**src/hdl/cas_map.vh**
```
// constants for the cpu alu, status word and core config word
`ifndef CAS_MAP_VH
`define CAS_MAP_VH
// register addresses on the plain port
`define CAS_ADDR_STATUS 2'h0
`define CAS_ADDR_CONFIG 2'h1
`define CAS_ADDR_EFFLVL 2'h2
// status word fields
`define CAS_ST_C 0
`define CAS_ST_Z 1
`define CAS_ST_OV 2
`define CAS_ST_N 3
`define CAS_ST_REP 4
`define CAS_ST_LVL_LO 5
`define CAS_ST_LVL_HI 7
`define CAS_ST_HC 8
`define CAS_ST_DO 9
// config word fields
`define CAS_CC_IF 0
`define CAS_CC_RBIAS 1
`define CAS_CC_PWIN 2
`define CAS_CC_LVL_MSB 3
`define CAS_CC_CLW 4
`define CAS_CC_STCL 5
`define CAS_CC_CLB 6
`define CAS_CC_CLA 7
`define CAS_CC_NEST_LO 8
`define CAS_CC_NEST_HI 10
`define CAS_CC_EXIT 11
`define CAS_CC_UMUL 12
// reset values
`define CAS_ST_RESET 16'h0000
`define CAS_CC_RESET 16'h0020
`define CAS_CC_RESET_LOW 8'h20
// alu operation codes
`define CAS_OP_ADD 4'h0
`define CAS_OP_SUB 4'h1
`define CAS_OP_AND 4'h2
`define CAS_OP_OR 4'h3
`define CAS_OP_XOR 4'h4
`define CAS_OP_SHL 4'h5
`define CAS_OP_SHR 4'h6
`define CAS_OP_ASR 4'h7
// multiply modes
`define CAS_MUL_SS 3'h0
`define CAS_MUL_UU 3'h1
`define CAS_MUL_SU 3'h2
`define CAS_MUL_UXS 3'h3
`define CAS_MUL_SL 3'h4
`define CAS_MUL_UL 3'h5
`define CAS_MUL_B8 3'h6
// divider step count and top priority level
`define CAS_DIV_STEPS 5'h10
`define CAS_LEVEL_MAX 3'h7
`endif

```
**src/hdl/cas_alu_status.v**
```verilog
// cpu integer alu, multiplier, divider, status word and core config word
// Functional notes
// [RULE1] half carry from bit four or eight
// [RULE2] level is msb over low bits, blocks interrupts
// [RULE3] low level bits frozen under nesting disable
// [RULE4] repeat active bit reads running repeat
// [RULE5] negative flag follows result sign
// [RULE6] overflow flag marks signed sign error
// [RULE7] zero flag sticky set, nonzero clears; code loads the zero flag from every result whose alu_flag_mask bit 1 is set
// [RULE8] carry flag from result msb
// [RULE9] subtraction carries mean borrow instead
// [RULE10] unsigned multiply select bit
// [RULE11] early exit write ends loop, reads zero
// [RULE12] loop nest depth reports zero to seven
// [RULE13] accumulator a and b clamp enables
// [RULE14] store clamp enable resets to one
// [RULE15] clamp width select super or normal
// [RULE16] priority msb readable, clearable, not settable
// [RULE17] program window enable bit
// [RULE18] round bias select bit
// [RULE19] integer or fractional multiply select
// [RULE20] byte or word add, sub, shift, logic
// [RULE21] multiplier supports all listed sign modes
// [RULE22] iterative divider, quotient w0, remainder w1
// [RULE23] decoder issues divide inside repeat loop
// [RULE24] flags update with writeback, others hold
`timescale 1ns/1ps
`include "cas_map.vh"

module cas_alu_status (
	// clock and reset
	input wire sys_clk,
	input wire nrst,
	// register port
	input wire [1:0] reg_addr,
	input wire [15:0] reg_wdata,
	input wire reg_wr,
	input wire reg_rd,
	output reg [15:0] reg_rdata,
	// alu request from the decoder
	input wire alu_go,
	input wire [3:0] alu_op,
	input wire alu_byte,
	input wire alu_use_carry,
	input wire [15:0] alu_a,
	input wire [15:0] alu_b,
	input wire [4:0] alu_flag_mask,
	output reg [15:0] alu_result,
	output reg alu_done,
	// multiplier
	input wire mul_go,
	input wire [2:0] mul_mode,
	input wire [15:0] mul_a,
	input wire [15:0] mul_b,
	output reg [31:0] mul_result,
	output reg mul_done,
	// divider
	input wire div_go,
	input wire div_signed,
	input wire div_long,
	input wire [31:0] div_dividend,
	input wire [15:0] div_divisor,
	output reg [15:0] div_w0,
	output reg [15:0] div_w1,
	output reg div_done,
	output wire div_busy,
	// loop and priority inputs from the core
	input wire repeat_running,
	input wire do_running,
	input wire [2:0] do_depth,
	input wire nesting_disable,
	input wire level_load,
	input wire [3:0] level_value,
	// control outputs
	output wire [3:0] cpu_level,
	output wire user_irq_block,
	output reg early_loop_exit,
	output wire unsigned_multiply,
	output wire acc_a_clamp_enable,
	output wire acc_b_clamp_enable,
	output wire store_clamp_enable,
	output wire clamp_width_select,
	output wire program_window_enable,
	output wire round_bias_select,
	output wire integer_multiply
);

	////////////////////////////////////////////////////////////////////////////////
	// state
	reg [2:0] priority_level_low;
	reg priority_level_msb;
	reg half_carry_flag, neg_flag, ovf_flag, zero_flag, carry_flag;
	reg [7:0] cfg_bits;
	reg [31:0] div_rem_q;
	reg [16:0] div_acc;
	reg [4:0] div_cnt;
	reg div_neg_q, div_neg_r;
	reg [15:0] div_dvs;

	////////////////////////////////////////////////////////////////////////////////
	// alu combinational result and flags
	reg [16:0] sum_w;
	reg [8:0] sum_lo;
	reg [4:0] sum_nib;
	reg [15:0] res;
	reg f_c, f_dc, f_ov, f_n, f_z, sgn_a, sgn_b, sgn_r;
	wire cin = alu_use_carry ? carry_flag : (alu_op == `CAS_OP_SUB);
	wire [15:0] b_eff = (alu_op == `CAS_OP_SUB) ? ~alu_b : alu_b; // borrow via complement
	always @* begin
		sum_w = {1'b0, alu_a} + {1'b0, b_eff} + {16'h0000, cin};
		sum_lo = {1'b0, alu_a[7:0]} + {1'b0, b_eff[7:0]} + {8'h00, cin};
		sum_nib = {1'b0, alu_a[3:0]} + {1'b0, b_eff[3:0]} + {4'h0, cin};
		res = sum_w[15:0];
		f_c = alu_byte ? sum_lo[8] : sum_w[16]; // RULE8 RULE9
		f_dc = alu_byte ? sum_nib[4] : sum_lo[8]; // RULE1 RULE9
		case (alu_op)
			`CAS_OP_ADD, `CAS_OP_SUB: res = sum_w[15:0]; // RULE20
			`CAS_OP_AND: res = alu_a & alu_b;
			`CAS_OP_OR: res = alu_a | alu_b;
			`CAS_OP_XOR: res = alu_a ^ alu_b;
			`CAS_OP_SHL: begin
				res = {alu_a[14:0], 1'b0};
				f_c = alu_byte ? alu_a[7] : alu_a[15];
			end
			`CAS_OP_SHR: begin
				res = {1'b0, alu_a[15:1]};
				if (alu_byte)
					res[7] = 1'b0;
				f_c = alu_a[0];
			end
			`CAS_OP_ASR: begin
				res = {alu_a[15], alu_a[15:1]};
				if (alu_byte)
					res[7] = alu_a[7];
				f_c = alu_a[0];
			end
			default: res = sum_w[15:0];
		endcase
		if (alu_byte)
			res[15:8] = alu_a[15:8]; // byte ops leave the upper byte
		sgn_a = alu_byte ? alu_a[7] : alu_a[15];
		sgn_b = alu_byte ? b_eff[7] : b_eff[15];
		sgn_r = alu_byte ? res[7] : res[15];
		f_n = sgn_r; // RULE5
		f_ov = (alu_op == `CAS_OP_ADD || alu_op == `CAS_OP_SUB) &&
			(sgn_a == sgn_b) && (sgn_r != sgn_a); // RULE6
		f_z = alu_byte ? (res[7:0] == 8'h00) : (res == 16'h0000);
	end

	////////////////////////////////////////////////////////////////////////////////
	// alu writeback and flag update, mask order is c z ov n dc
	wire st_wr = reg_wr && (reg_addr == `CAS_ADDR_STATUS);
	wire cc_wr = reg_wr && (reg_addr == `CAS_ADDR_CONFIG);
	always @(posedge sys_clk or negedge nrst) begin
		if (!nrst) begin
			alu_result <= 16'h0000;
			alu_done <= 1'b0;
			carry_flag <= 1'b0;
			zero_flag <= 1'b0;
			ovf_flag <= 1'b0;
			neg_flag <= 1'b0;
			half_carry_flag <= 1'b0;
		end else begin
			alu_done <= alu_go;
			if (st_wr) begin
				carry_flag <= reg_wdata[`CAS_ST_C];
				zero_flag <= reg_wdata[`CAS_ST_Z];
				ovf_flag <= reg_wdata[`CAS_ST_OV];
				neg_flag <= reg_wdata[`CAS_ST_N];
				half_carry_flag <= reg_wdata[`CAS_ST_HC];
			end
			if (alu_go) begin
				alu_result <= res;
				if (alu_flag_mask[0])
					carry_flag <= f_c; // RULE24
				if (alu_flag_mask[1])
					zero_flag <= f_z; // RULE7
				if (alu_flag_mask[2])
					ovf_flag <= f_ov;
				if (alu_flag_mask[3])
					neg_flag <= f_n;
				if (alu_flag_mask[4])
					half_carry_flag <= f_dc;
			end
		end
	end

	////////////////////////////////////////////////////////////////////////////////
	// priority level, hardware load wins over software
	assign cpu_level = {priority_level_msb, priority_level_low}; // RULE2
	assign user_irq_block = priority_level_msb || (priority_level_low == `CAS_LEVEL_MAX); // RULE2
	always @(posedge sys_clk or negedge nrst) begin
		if (!nrst) begin
			priority_level_low <= 3'h0;
			priority_level_msb <= 1'b0;
		end else if (level_load) begin
			priority_level_low <= level_value[2:0];
			priority_level_msb <= level_value[3];
		end else begin
			if (st_wr && !nesting_disable)
				priority_level_low <= reg_wdata[`CAS_ST_LVL_HI:`CAS_ST_LVL_LO]; // RULE3
			if (cc_wr && !reg_wdata[`CAS_CC_LVL_MSB])
				priority_level_msb <= 1'b0; // RULE16
		end
	end

	////////////////////////////////////////////////////////////////////////////////
	// config bits, early exit is a one-cycle pulse
	always @(posedge sys_clk or negedge nrst) begin
		if (!nrst) begin
			cfg_bits <= `CAS_CC_RESET_LOW;
			early_loop_exit <= 1'b0;
		end else begin
			early_loop_exit <= cc_wr && reg_wdata[`CAS_CC_EXIT]; // RULE11
			if (cc_wr) begin
				cfg_bits[`CAS_CC_IF] <= reg_wdata[`CAS_CC_IF]; // RULE19
				cfg_bits[`CAS_CC_RBIAS] <= reg_wdata[`CAS_CC_RBIAS]; // RULE18
				cfg_bits[`CAS_CC_PWIN] <= reg_wdata[`CAS_CC_PWIN]; // RULE17
				cfg_bits[`CAS_CC_CLW] <= reg_wdata[`CAS_CC_CLW]; // RULE15
				cfg_bits[`CAS_CC_STCL] <= reg_wdata[`CAS_CC_STCL]; // RULE14
				cfg_bits[`CAS_CC_CLB] <= reg_wdata[`CAS_CC_CLB]; // RULE13
				cfg_bits[`CAS_CC_CLA] <= reg_wdata[`CAS_CC_CLA]; // RULE13
				cfg_bits[`CAS_CC_LVL_MSB] <= 1'b0;
			end
		end
	end
	reg umul_bit;
	always @(posedge sys_clk or negedge nrst) begin
		if (!nrst)
			umul_bit <= 1'b0;
		else if (cc_wr)
			umul_bit <= reg_wdata[`CAS_CC_UMUL]; // RULE10
	end
	assign unsigned_multiply = umul_bit;
	assign integer_multiply = cfg_bits[`CAS_CC_IF];
	assign round_bias_select = cfg_bits[`CAS_CC_RBIAS];
	assign program_window_enable = cfg_bits[`CAS_CC_PWIN];
	assign clamp_width_select = cfg_bits[`CAS_CC_CLW];
	assign store_clamp_enable = cfg_bits[`CAS_CC_STCL];
	assign acc_b_clamp_enable = cfg_bits[`CAS_CC_CLB];
	assign acc_a_clamp_enable = cfg_bits[`CAS_CC_CLA];

	////////////////////////////////////////////////////////////////////////////////
	// register read, data one cycle after the strobe
	reg [15:0] st_view, cc_view;
	always @* begin
		st_view = 16'h0000;
		st_view[`CAS_ST_C] = carry_flag;
		st_view[`CAS_ST_Z] = zero_flag;
		st_view[`CAS_ST_OV] = ovf_flag;
		st_view[`CAS_ST_N] = neg_flag;
		st_view[`CAS_ST_REP] = repeat_running; // RULE4
		st_view[`CAS_ST_LVL_HI:`CAS_ST_LVL_LO] = priority_level_low;
		st_view[`CAS_ST_HC] = half_carry_flag;
		st_view[`CAS_ST_DO] = do_running;
		cc_view = {8'h00, cfg_bits};
		cc_view[`CAS_CC_LVL_MSB] = priority_level_msb; // RULE16
		cc_view[`CAS_CC_NEST_HI:`CAS_CC_NEST_LO] = do_depth; // RULE12
		cc_view[`CAS_CC_EXIT] = 1'b0; // RULE11
		cc_view[`CAS_CC_UMUL] = umul_bit;
	end
	always @(posedge sys_clk or negedge nrst) begin
		if (!nrst)
			reg_rdata <= 16'h0000;
		else if (reg_rd) begin
			case (reg_addr)
				`CAS_ADDR_STATUS: reg_rdata <= st_view;
				`CAS_ADDR_CONFIG: reg_rdata <= cc_view;
				`CAS_ADDR_EFFLVL: reg_rdata <= {12'h000, cpu_level};
				default: reg_rdata <= 16'h0000;
			endcase
		end
	end

	////////////////////////////////////////////////////////////////////////////////
	// multiplier, 17x17 with per-mode extension
	reg [16:0] ma, mb;
	always @* begin
		ma = {1'b0, mul_a};
		mb = {1'b0, mul_b};
		case (mul_mode) // RULE21
			`CAS_MUL_SS: begin
				ma = {mul_a[15], mul_a};
				mb = {mul_b[15], mul_b};
			end
			`CAS_MUL_UU: ma = {1'b0, mul_a};
			`CAS_MUL_SU: ma = {mul_a[15], mul_a};
			`CAS_MUL_UXS: mb = {mul_b[15], mul_b};
			`CAS_MUL_SL: begin
				ma = {mul_a[15], mul_a};
				mb = {12'h000, mul_b[4:0]};
			end
			`CAS_MUL_UL: mb = {12'h000, mul_b[4:0]};
			`CAS_MUL_B8: begin
				ma = {9'h000, mul_a[7:0]};
				mb = {9'h000, mul_b[7:0]};
			end
			default: ma = {1'b0, mul_a};
		endcase
	end
	wire signed [33:0] prod = $signed(ma) * $signed(mb);
	always @(posedge sys_clk or negedge nrst) begin
		if (!nrst) begin
			mul_result <= 32'h0000_0000;
			mul_done <= 1'b0;
		end else begin
			mul_done <= mul_go;
			if (mul_go)
				mul_result <= prod[31:0];
		end
	end

	////////////////////////////////////////////////////////////////////////////////
	// restoring divider, one step per divisor bit on magnitudes
	wire [31:0] dvd_in = div_long ? div_dividend : {{16{div_signed & div_dividend[15]}},
		div_dividend[15:0]};
	wire dvd_neg = div_signed && dvd_in[31];
	wire dvs_neg = div_signed && div_divisor[15];
	wire [31:0] dvd_mag = dvd_neg ? (~dvd_in + 32'h0000_0001) : dvd_in;
	wire [15:0] dvs_mag = dvs_neg ? (~div_divisor + 16'h0001) : div_divisor;
	// one spare bit keeps a true borrow apart from a shifted-out partial remainder bit
	wire [17:0] trial = {1'b0, div_acc[15:0], div_rem_q[31]} - {2'b00, div_dvs};
	assign div_busy = (div_cnt != 5'h00);
	always @(posedge sys_clk or negedge nrst) begin
		if (!nrst) begin
			div_cnt <= 5'h00;
			div_acc <= 17'h0_0000;
			div_rem_q <= 32'h0000_0000;
			div_dvs <= 16'h0000;
			div_neg_q <= 1'b0;
			div_neg_r <= 1'b0;
			div_w0 <= 16'h0000;
			div_w1 <= 16'h0000;
			div_done <= 1'b0;
		end else begin
			div_done <= 1'b0;
			if (div_go && !div_busy) begin
				div_cnt <= `CAS_DIV_STEPS;
				div_acc <= {1'b0, dvd_mag[31:16]}; // high half is zero in short mode
				div_rem_q <= {dvd_mag[15:0], 16'h0000};
				div_dvs <= dvs_mag;
				div_neg_q <= dvd_neg ^ dvs_neg;
				div_neg_r <= dvd_neg;
			end else if (div_busy) begin
				div_cnt <= div_cnt - 5'h01; // RULE22
				div_rem_q <= {div_rem_q[30:0], ~trial[17]};
				div_acc <= trial[17] ? {div_acc[15:0], div_rem_q[31]} : trial[16:0];
				if (div_cnt == 5'h01)
					div_done <= 1'b1;
			end
			if (div_done) begin
				div_w0 <= div_neg_q ? (~div_rem_q[15:0] + 16'h0001) : div_rem_q[15:0]; // RULE22
				div_w1 <= div_neg_r ? (~div_acc[15:0] + 16'h0001) : div_acc[15:0];
			end
		end
	end

endmodule

```
**config.mk**
```make
export PLATFORM = sky130hd
export DESIGN_NAME = cas_alu_status
export DESIGN_NICKNAME = d
export VERILOG_FILES = /design/src/hdl/cas_alu_status.v
export VERILOG_INCLUDE_DIRS = /design/src /design/src/hdl
export SDC_FILE = /design/constraint.sdc
export NUM_CORES = 1
export LEC_CHECK = 0
export ABC_AREA = 1
export BUFFER_PORTS_ARGS = -buffer_cell sky130_fd_sc_hd__buf_2
export CAP_MARGIN = 25
export CORE_UTILIZATION = 47
export CTS_CLUSTER_DIAMETER = 80
export DETAILED_ROUTE_END_ITERATION = 10
export HOLD_SLACK_MARGIN = 0.06
export PLACE_DENSITY = 0.65
export SLEW_MARGIN = 20
export SYNTH_ARGS = -nofsm -noshare
export SYNTH_HDL_FRONTEND = slang
export SYNTH_SLANG_ARGS = --single-unit
```
**constraint.sdc**
```tcl
create_clock -name sys_clk -period 5.2 [get_ports sys_clk]
set_clock_uncertainty 0.05 [all_clocks]
set_input_delay 0.52 -clock sys_clk [delete_from_list [all_inputs] [get_ports sys_clk]]
set_output_delay 0.52 -clock sys_clk [all_outputs]
set_load 0.02 [all_outputs]
```
-- After elaboration in Yosys (flattened, before gate mapping)
Cells that the tools add are included.
- flip-flop bits (word level): 188
- bits of input ports: 164
- output and inout bits: 114
- word-level logic and storage cells: 144
- add/sub/neg operators: 12
- multiply operators: 1
- equal/unequal tests: 18
- muxes and demuxes: 50
- bitwise gates (word level): 11
- reduce and logical (&&, ||, !) cells: 28
- operators with widths (cell ; number):
    32-bit two-way mux ; 4
    16-bit two-way mux ; 7
    16-bit one-hot mux with 6 select lines ; 1
    16-bit inverter ; 4
    17-bit one-hot mux with 3 select lines ; 1
    16-bit by 1-bit adder with 16-bit output, second input constant ; 3
    13-bit one-hot mux with 3 select lines ; 1
    17-bit one-hot mux with 2 select lines ; 1
    32-bit by 1-bit adder with 32-bit output, second input constant ; 1
    17-bit by 17-bit multiplier with 32-bit output ; 1
    32-bit inverter ; 1
    1-bit two-way mux ; 29
    17-bit by 16-bit subtractor with 18-bit output ; 1
    16-bit by 16-bit adder with 17-bit output ; 1
    17-bit by 1-bit adder with 17-bit output ; 1
    16-bit bitwise AND ; 1
    4-bit by 3-bit == test with 1-bit output, second input constant ; 4
    16-bit logical NOT ; 1
    16-bit OR ; 1
    16-bit bitwise XOR ; 1
    3-bit == test, second input constant ; 4
    1-bit logical AND ; 10
    5-bit two-way mux ; 2
    8-bit by 8-bit adder with 9-bit output ; 1
    other kinds (28) ; 38

-- Depth between registers and ports, before layout
- depth after elaboration: 11
- gate-level depth with buffers: 32
- mapped depth without buffers: 31

-- Worst setup path after synthesis
OpenSTA, ideal clock, no wires.
- kind: input port to flip-flop
- start point: input port mul_mode[0]
- end point: register mul_result[24]
- setup time: 118 ps
- arrival time: 6036 ps
- data required time: 5032 ps
- path slack: -1004 ps
- cell stages on the path: 31
- path buffers: 1
- cells stage by stage: inv_1 -> nand3_2 -> nand2_2 -> inv_2 -> nand2_1 -> inv_1 -> clkbuf_1 -> nand2_1 -> fa_1 -> inv_1 -> fa_1 -> inv_1 -> fa_1 -> inv_1 -> fa_1 -> fa_1 -> inv_1 -> fa_1 -> inv_1 -> ha_1 -> nand2_1 -> nor2_1 -> nand4_1 -> o211ai_1 -> a21oi_1 -> o21ai_2 -> nand2_1 -> nand2_1 -> nand2_1 -> nand3_1 -> nand2_1
- longest elaborated chain between the ends: 4
- elaborated cells between the ends (all ways): 12
- those cells by class: mul (1); eq/ne (5); mux (2); reduce/logical (4)
- RTL lines (item ; line ; text):
    start: declaration ; cas_alu_status.v:52 ; input wire [2:0] mul_mode,
    3-bit == test (tied with other cells) ; cas_alu_status.v:281 ; case (mul_mode)
    3-bit OR reduction (no line) or 2-bit OR reduction (tied branches) ; -- ;
    17-bit one-hot mux with 2 select lines or 17-bit one-hot mux with 3 select lines (tied branches) ; cas_alu_status.v:281 ;
    17-bit by 17-bit multiplier with 32-bit output (*) ; cas_alu_status.v:301 ; wire signed [33:0] prod = $signed(ma) * $signed(mb);
    end signal: assignment ; cas_alu_status.v:309 ; mul_result <= prod[31:0];
    end: declaration ; cas_alu_status.v:55 ; output reg [31:0] mul_result,
Every way passes the cells marked *; elsewhere a longest branch is shown, timed or not.
A chain may end at the register's enable or synchronous reset.

-- Worst setup path in the final report
- start point: input port mul_mode[1]
- end point: register mul_result[30]
Same word-level chain as after synthesis.

==> impl_metrics.tcl <==
set metrics [dict create \
    critPathMaxFanout 5 \
    clk_latency_ps 460 \
    drt-total-wl_um 71800 \
    drc 0 \
    synth_compound_area_share_pct 9.78 \
    synthSimpleGateAreaFrac_pct 22.0 \
    layout.nets 4180 \
    synth.area.mux_share_pct 0.144 \
    cp_data_arrival_time_ps 6050 \
    crit_slowest_cell "fa_1" \
    layout_setup_ws_ps -557 \
    worst_hold_path_type "primary input to asynchronous set/reset pin" \
    r2r-end "div_acc[3]$_DFFE_PN0P_" \
    p_clk_share_pct 6.3 \
    finalHoldViolations 0 \
    start_util_pct 47.8 \
    ys_warn_count 0 \
    hpwl_um 59200 \
    core_mm2 0.0492 \
    wire_per_inst_um 16.9 \
    status "finished with violations" \
    p_int_mw 11.6 \
    dr.first_iter.drc_count 1661 \
    grt_util_all_layers_pct 29.0 \
    synth_area_mm2 0.0235 \
    nFillCells 4535 \
    report.final.slew_viol_count 0 \
    synth_adder_area_share_pct 32.3 \
    finalSetupViolCount 20 \
    ios 278 \
    power_density_mw_per_mm2 772 \
    relSlewSlack_pct 38.1 \
    register_area_mm2 0.00461 \
    p_seq_share_pct 11.2 \
    synth-seq-cells 184 \
    gr-total-overflow 0 \
    ir_drop_mv 0.938 \
    grt_pass1_vias 21961 \
    drv_cap 0 \
    antenna_found_initial 2 \
    drive_gt1_share_pct 23.5 \
    post-place-ws_ps -1360 \
    die_width_um 226 \
    synthXorXnorAreaFrac_pct 4.18 \
    numCtsBuffers 17 \
    r2r-start "div_cnt[0]$_DFFE_PN0P_" \
    reg2reg_slack_ps 1980 \
    dr.pass1.iters 5 \
    rows 81 \
    clkSlewWorstSetupHoldPaths_ps 90 \
    multi_input_area_mm2 0.0170 \
    start_kind "primary input" \
    max_freq_mhz 174 \
    postRouteAntennaNets 0 \
    rsz0062_at_grt "true" \
    die_h_um 226 \
    die_area_mm2 0.0509 \
    violations "negative setup slack" \
    finalPower_mw 22.7 \
    yosysSeqAreaShare_pct 19.6 \
    vias 21870 \
    worst_slew_pin_slew_ps 926 \
    p_sw_mw 11.1 \
    final.min_clock_period_ps 5760 \
    cts_tree "yes" \
    htreeDepth 4 \
    viasPerCell 5.14 \
    syn_area_per_cell_um2 7.58 \
    cellLeakagePower_nw 15.7 \
    endpoint_kind "register" \
    path_class "primary input to register" \
    swShare_pct 49.1 \
    synth.distinct_cells 60 \
    clockBufferDepth 2 \
    critPathRequiredTime_ps 5500 \
    cts.sinks 184 \
    combPwrFrac_pct 82.5 \
    syn2layout_area_growth_pct 25.1 \
    synth_top_family_by_area "adder cells" \
    syn_inst 3101 \
    io_buffers 268 \
    cp_slowest_stage_delay_ps 550 \
    crit_path_frequent_cell "fa_1" \
    clockRootBuffer "clkbuf_16" \
    holdWs_ps 59.1 \
    grt_start_max_net_pins 94 \
    worstRegToRegCells 12 \
    fin_crit_sh_pct 111 \
    grt_pass1_wl_um 115000 \
    gp_congestion 0.969 \
]
==> area by class of cell <==
type                       instances  share of cell area, %
multi-input combinational       2194                   57.9
antenna                            2                 0.0170
sequential                       184                   15.7
clock inverter                    15                  0.800
inverter                         630                   8.36
clock buffer                      17                   1.45
tap                              664                   2.83
timing repair buffer             553                   13.0
==> power groups by stage <==
stage | sequential [mW] | clock (mW) | combinational [mW]
3_5_place_dp | 2.56 | 0 | 15.7
6_report | 2.54 | 1.43 | 18.7
2_1_floorplan | 2.76 | 0 | 9.40
4_1_cts | 2.53 | 1.46 | 17.8
5_1_grt | 2.61 | 1.51 | 20.7
3_3_place_gp | 2.54 | 0 | 15.6
==> sequential cells by signal, indices dropped and copies added, names as in the netlist, 5 cells and up <==
signal and count:
div_acc 16, div_w1 16, div_w0 16, alu_result 16
reg_rdata 12, mul_result 32, div_rem_q 32, div_cnt 5
cfg_bits 7, div_dvs 16
==> worst max-delay path: cells and delay by family <==
kind                       cells  cell delay, ps
and+or+nand+nor               12            1280
buffers and inverters          9             830
AOI/OAI and AO/OA              1             150
adders and majority gates      7            3280
==> layout by cell type (no fill, tap or decap), drive strengths merged, types with 16 or more instances in the layout <==
cell    instances
clkbuf         18
nand2         749
inv           628
nand4          22
a31oi          23
nor2          291
nor3           32
o211ai         18
nand3         113
buf           552
a21oi         108
ha            151
xor2           82
o22ai          25
xnor2          30
o21ai         178
clkinv         16
fa            285
dfrtp         183
==> Yosys cell counts, drive strengths merged <==
cell	instances	area, µm²
ha	151	1890
nand3b	10	75.1
a21o	11	82.6
clkinv	10	37.5
o211ai	18	135
mux2	3	33.8
o31ai	8	73.8
o21ai	178	895
o21bai	5	37.5
a221oi	3	26.3
nor3	32	198
fa	285	5710
inv	620	2330
or2	11	68.8
a21oi	108	552
nor4	6	50.0
a21boi	3	22.5
nor3b	1	7.51
xor2	82	718
conb	1	3.75
a211oi	5	37.5
and2	1	6.26
buf	31	200
nor2	291	1160
xnor2	30	263
dfrtp	183	4580
o22ai	25	156
a31o	2	17.5
o221ai	7	61.3
a32oi	1	8.76
o21a	1	7.51
clkbuf	66	248
nand2	749	2870
a31oi	23	144
dfstp	1	26.3
a22oi	2	15.0
o2111ai	3	26.3
nand4	22	156
nand3	112	571
==> worst max path at each step <==
| stage | endpoint | cells after the start | startpoint |
|---|---|---|---|
| after floorplan | mul_result[24]$_DFFE_PN0P_ | 31 | mul_mode[0] |
| after global placement | mul_result[23]$_DFFE_PN0P_ | 25 | mul_mode[1] |
| after detailed placement | mul_result[23]$_DFFE_PN0P_ | 24 | mul_mode[1] |
| after CTS | mul_result[30]$_DFFE_PN0P_ | 27 | mul_mode[0] |
| after global routing | mul_result[30]$_DFFE_PN0P_ | 29 | mul_mode[0] |
| final | mul_result[30]$_DFFE_PN0P_ | 29 | mul_mode[1] |
==> cell families after synthesis <==
group / count (synthesis)
simple gates: 1235
buf+inv: 727
fa+ha+maj: 436
compound gates: 403
flops: 184
xor+xnor: 112
mux: 3
other cells: 1
==> routing by layer <==
layer	GRT usage, %	vias to the layer above	part of all wire (%)
li1	-	10497	-
met1	40.8	10665	46
met2	47.1	622	47
met3	3.79	86	5.7
met4	7.18	0	2.0
met5	0	-	0
==> metrics by stage <==
| step | cell area [µm²] | std cells | setup TNS [ps] | util, % |
|---|---|---|---|---|
| 4_1_cts | 29100 | 4246 | -6050 | 59.2 |
| 5_1_grt | 29400 | 4259 | -11340 | 59.8 |
| 3_5_place_dp | 27400 | 4177 | -23070 | 55.8 |
| 2_1_floorplan | 23800 | 3104 | -8280 | - |
| 6_report | 29400 | 4259 | -7000 | 59.8 |
| 3_3_place_gp | 27400 | 4177 | -21710 | 55.8 |
==> timing repair <==
action / in CTS / in global routing
resized for setup: 180 / 63
hold buffers: 0 / 0
pin swaps: 87 / 59
buffers inserted: 35 / 14
gates cloned: 2 / 0
endpoints found under the hold margin: 0 / 0
endpoints found under the setup margin: 21 / 22
Note: power is estimated with default switching activity, not from simulation.
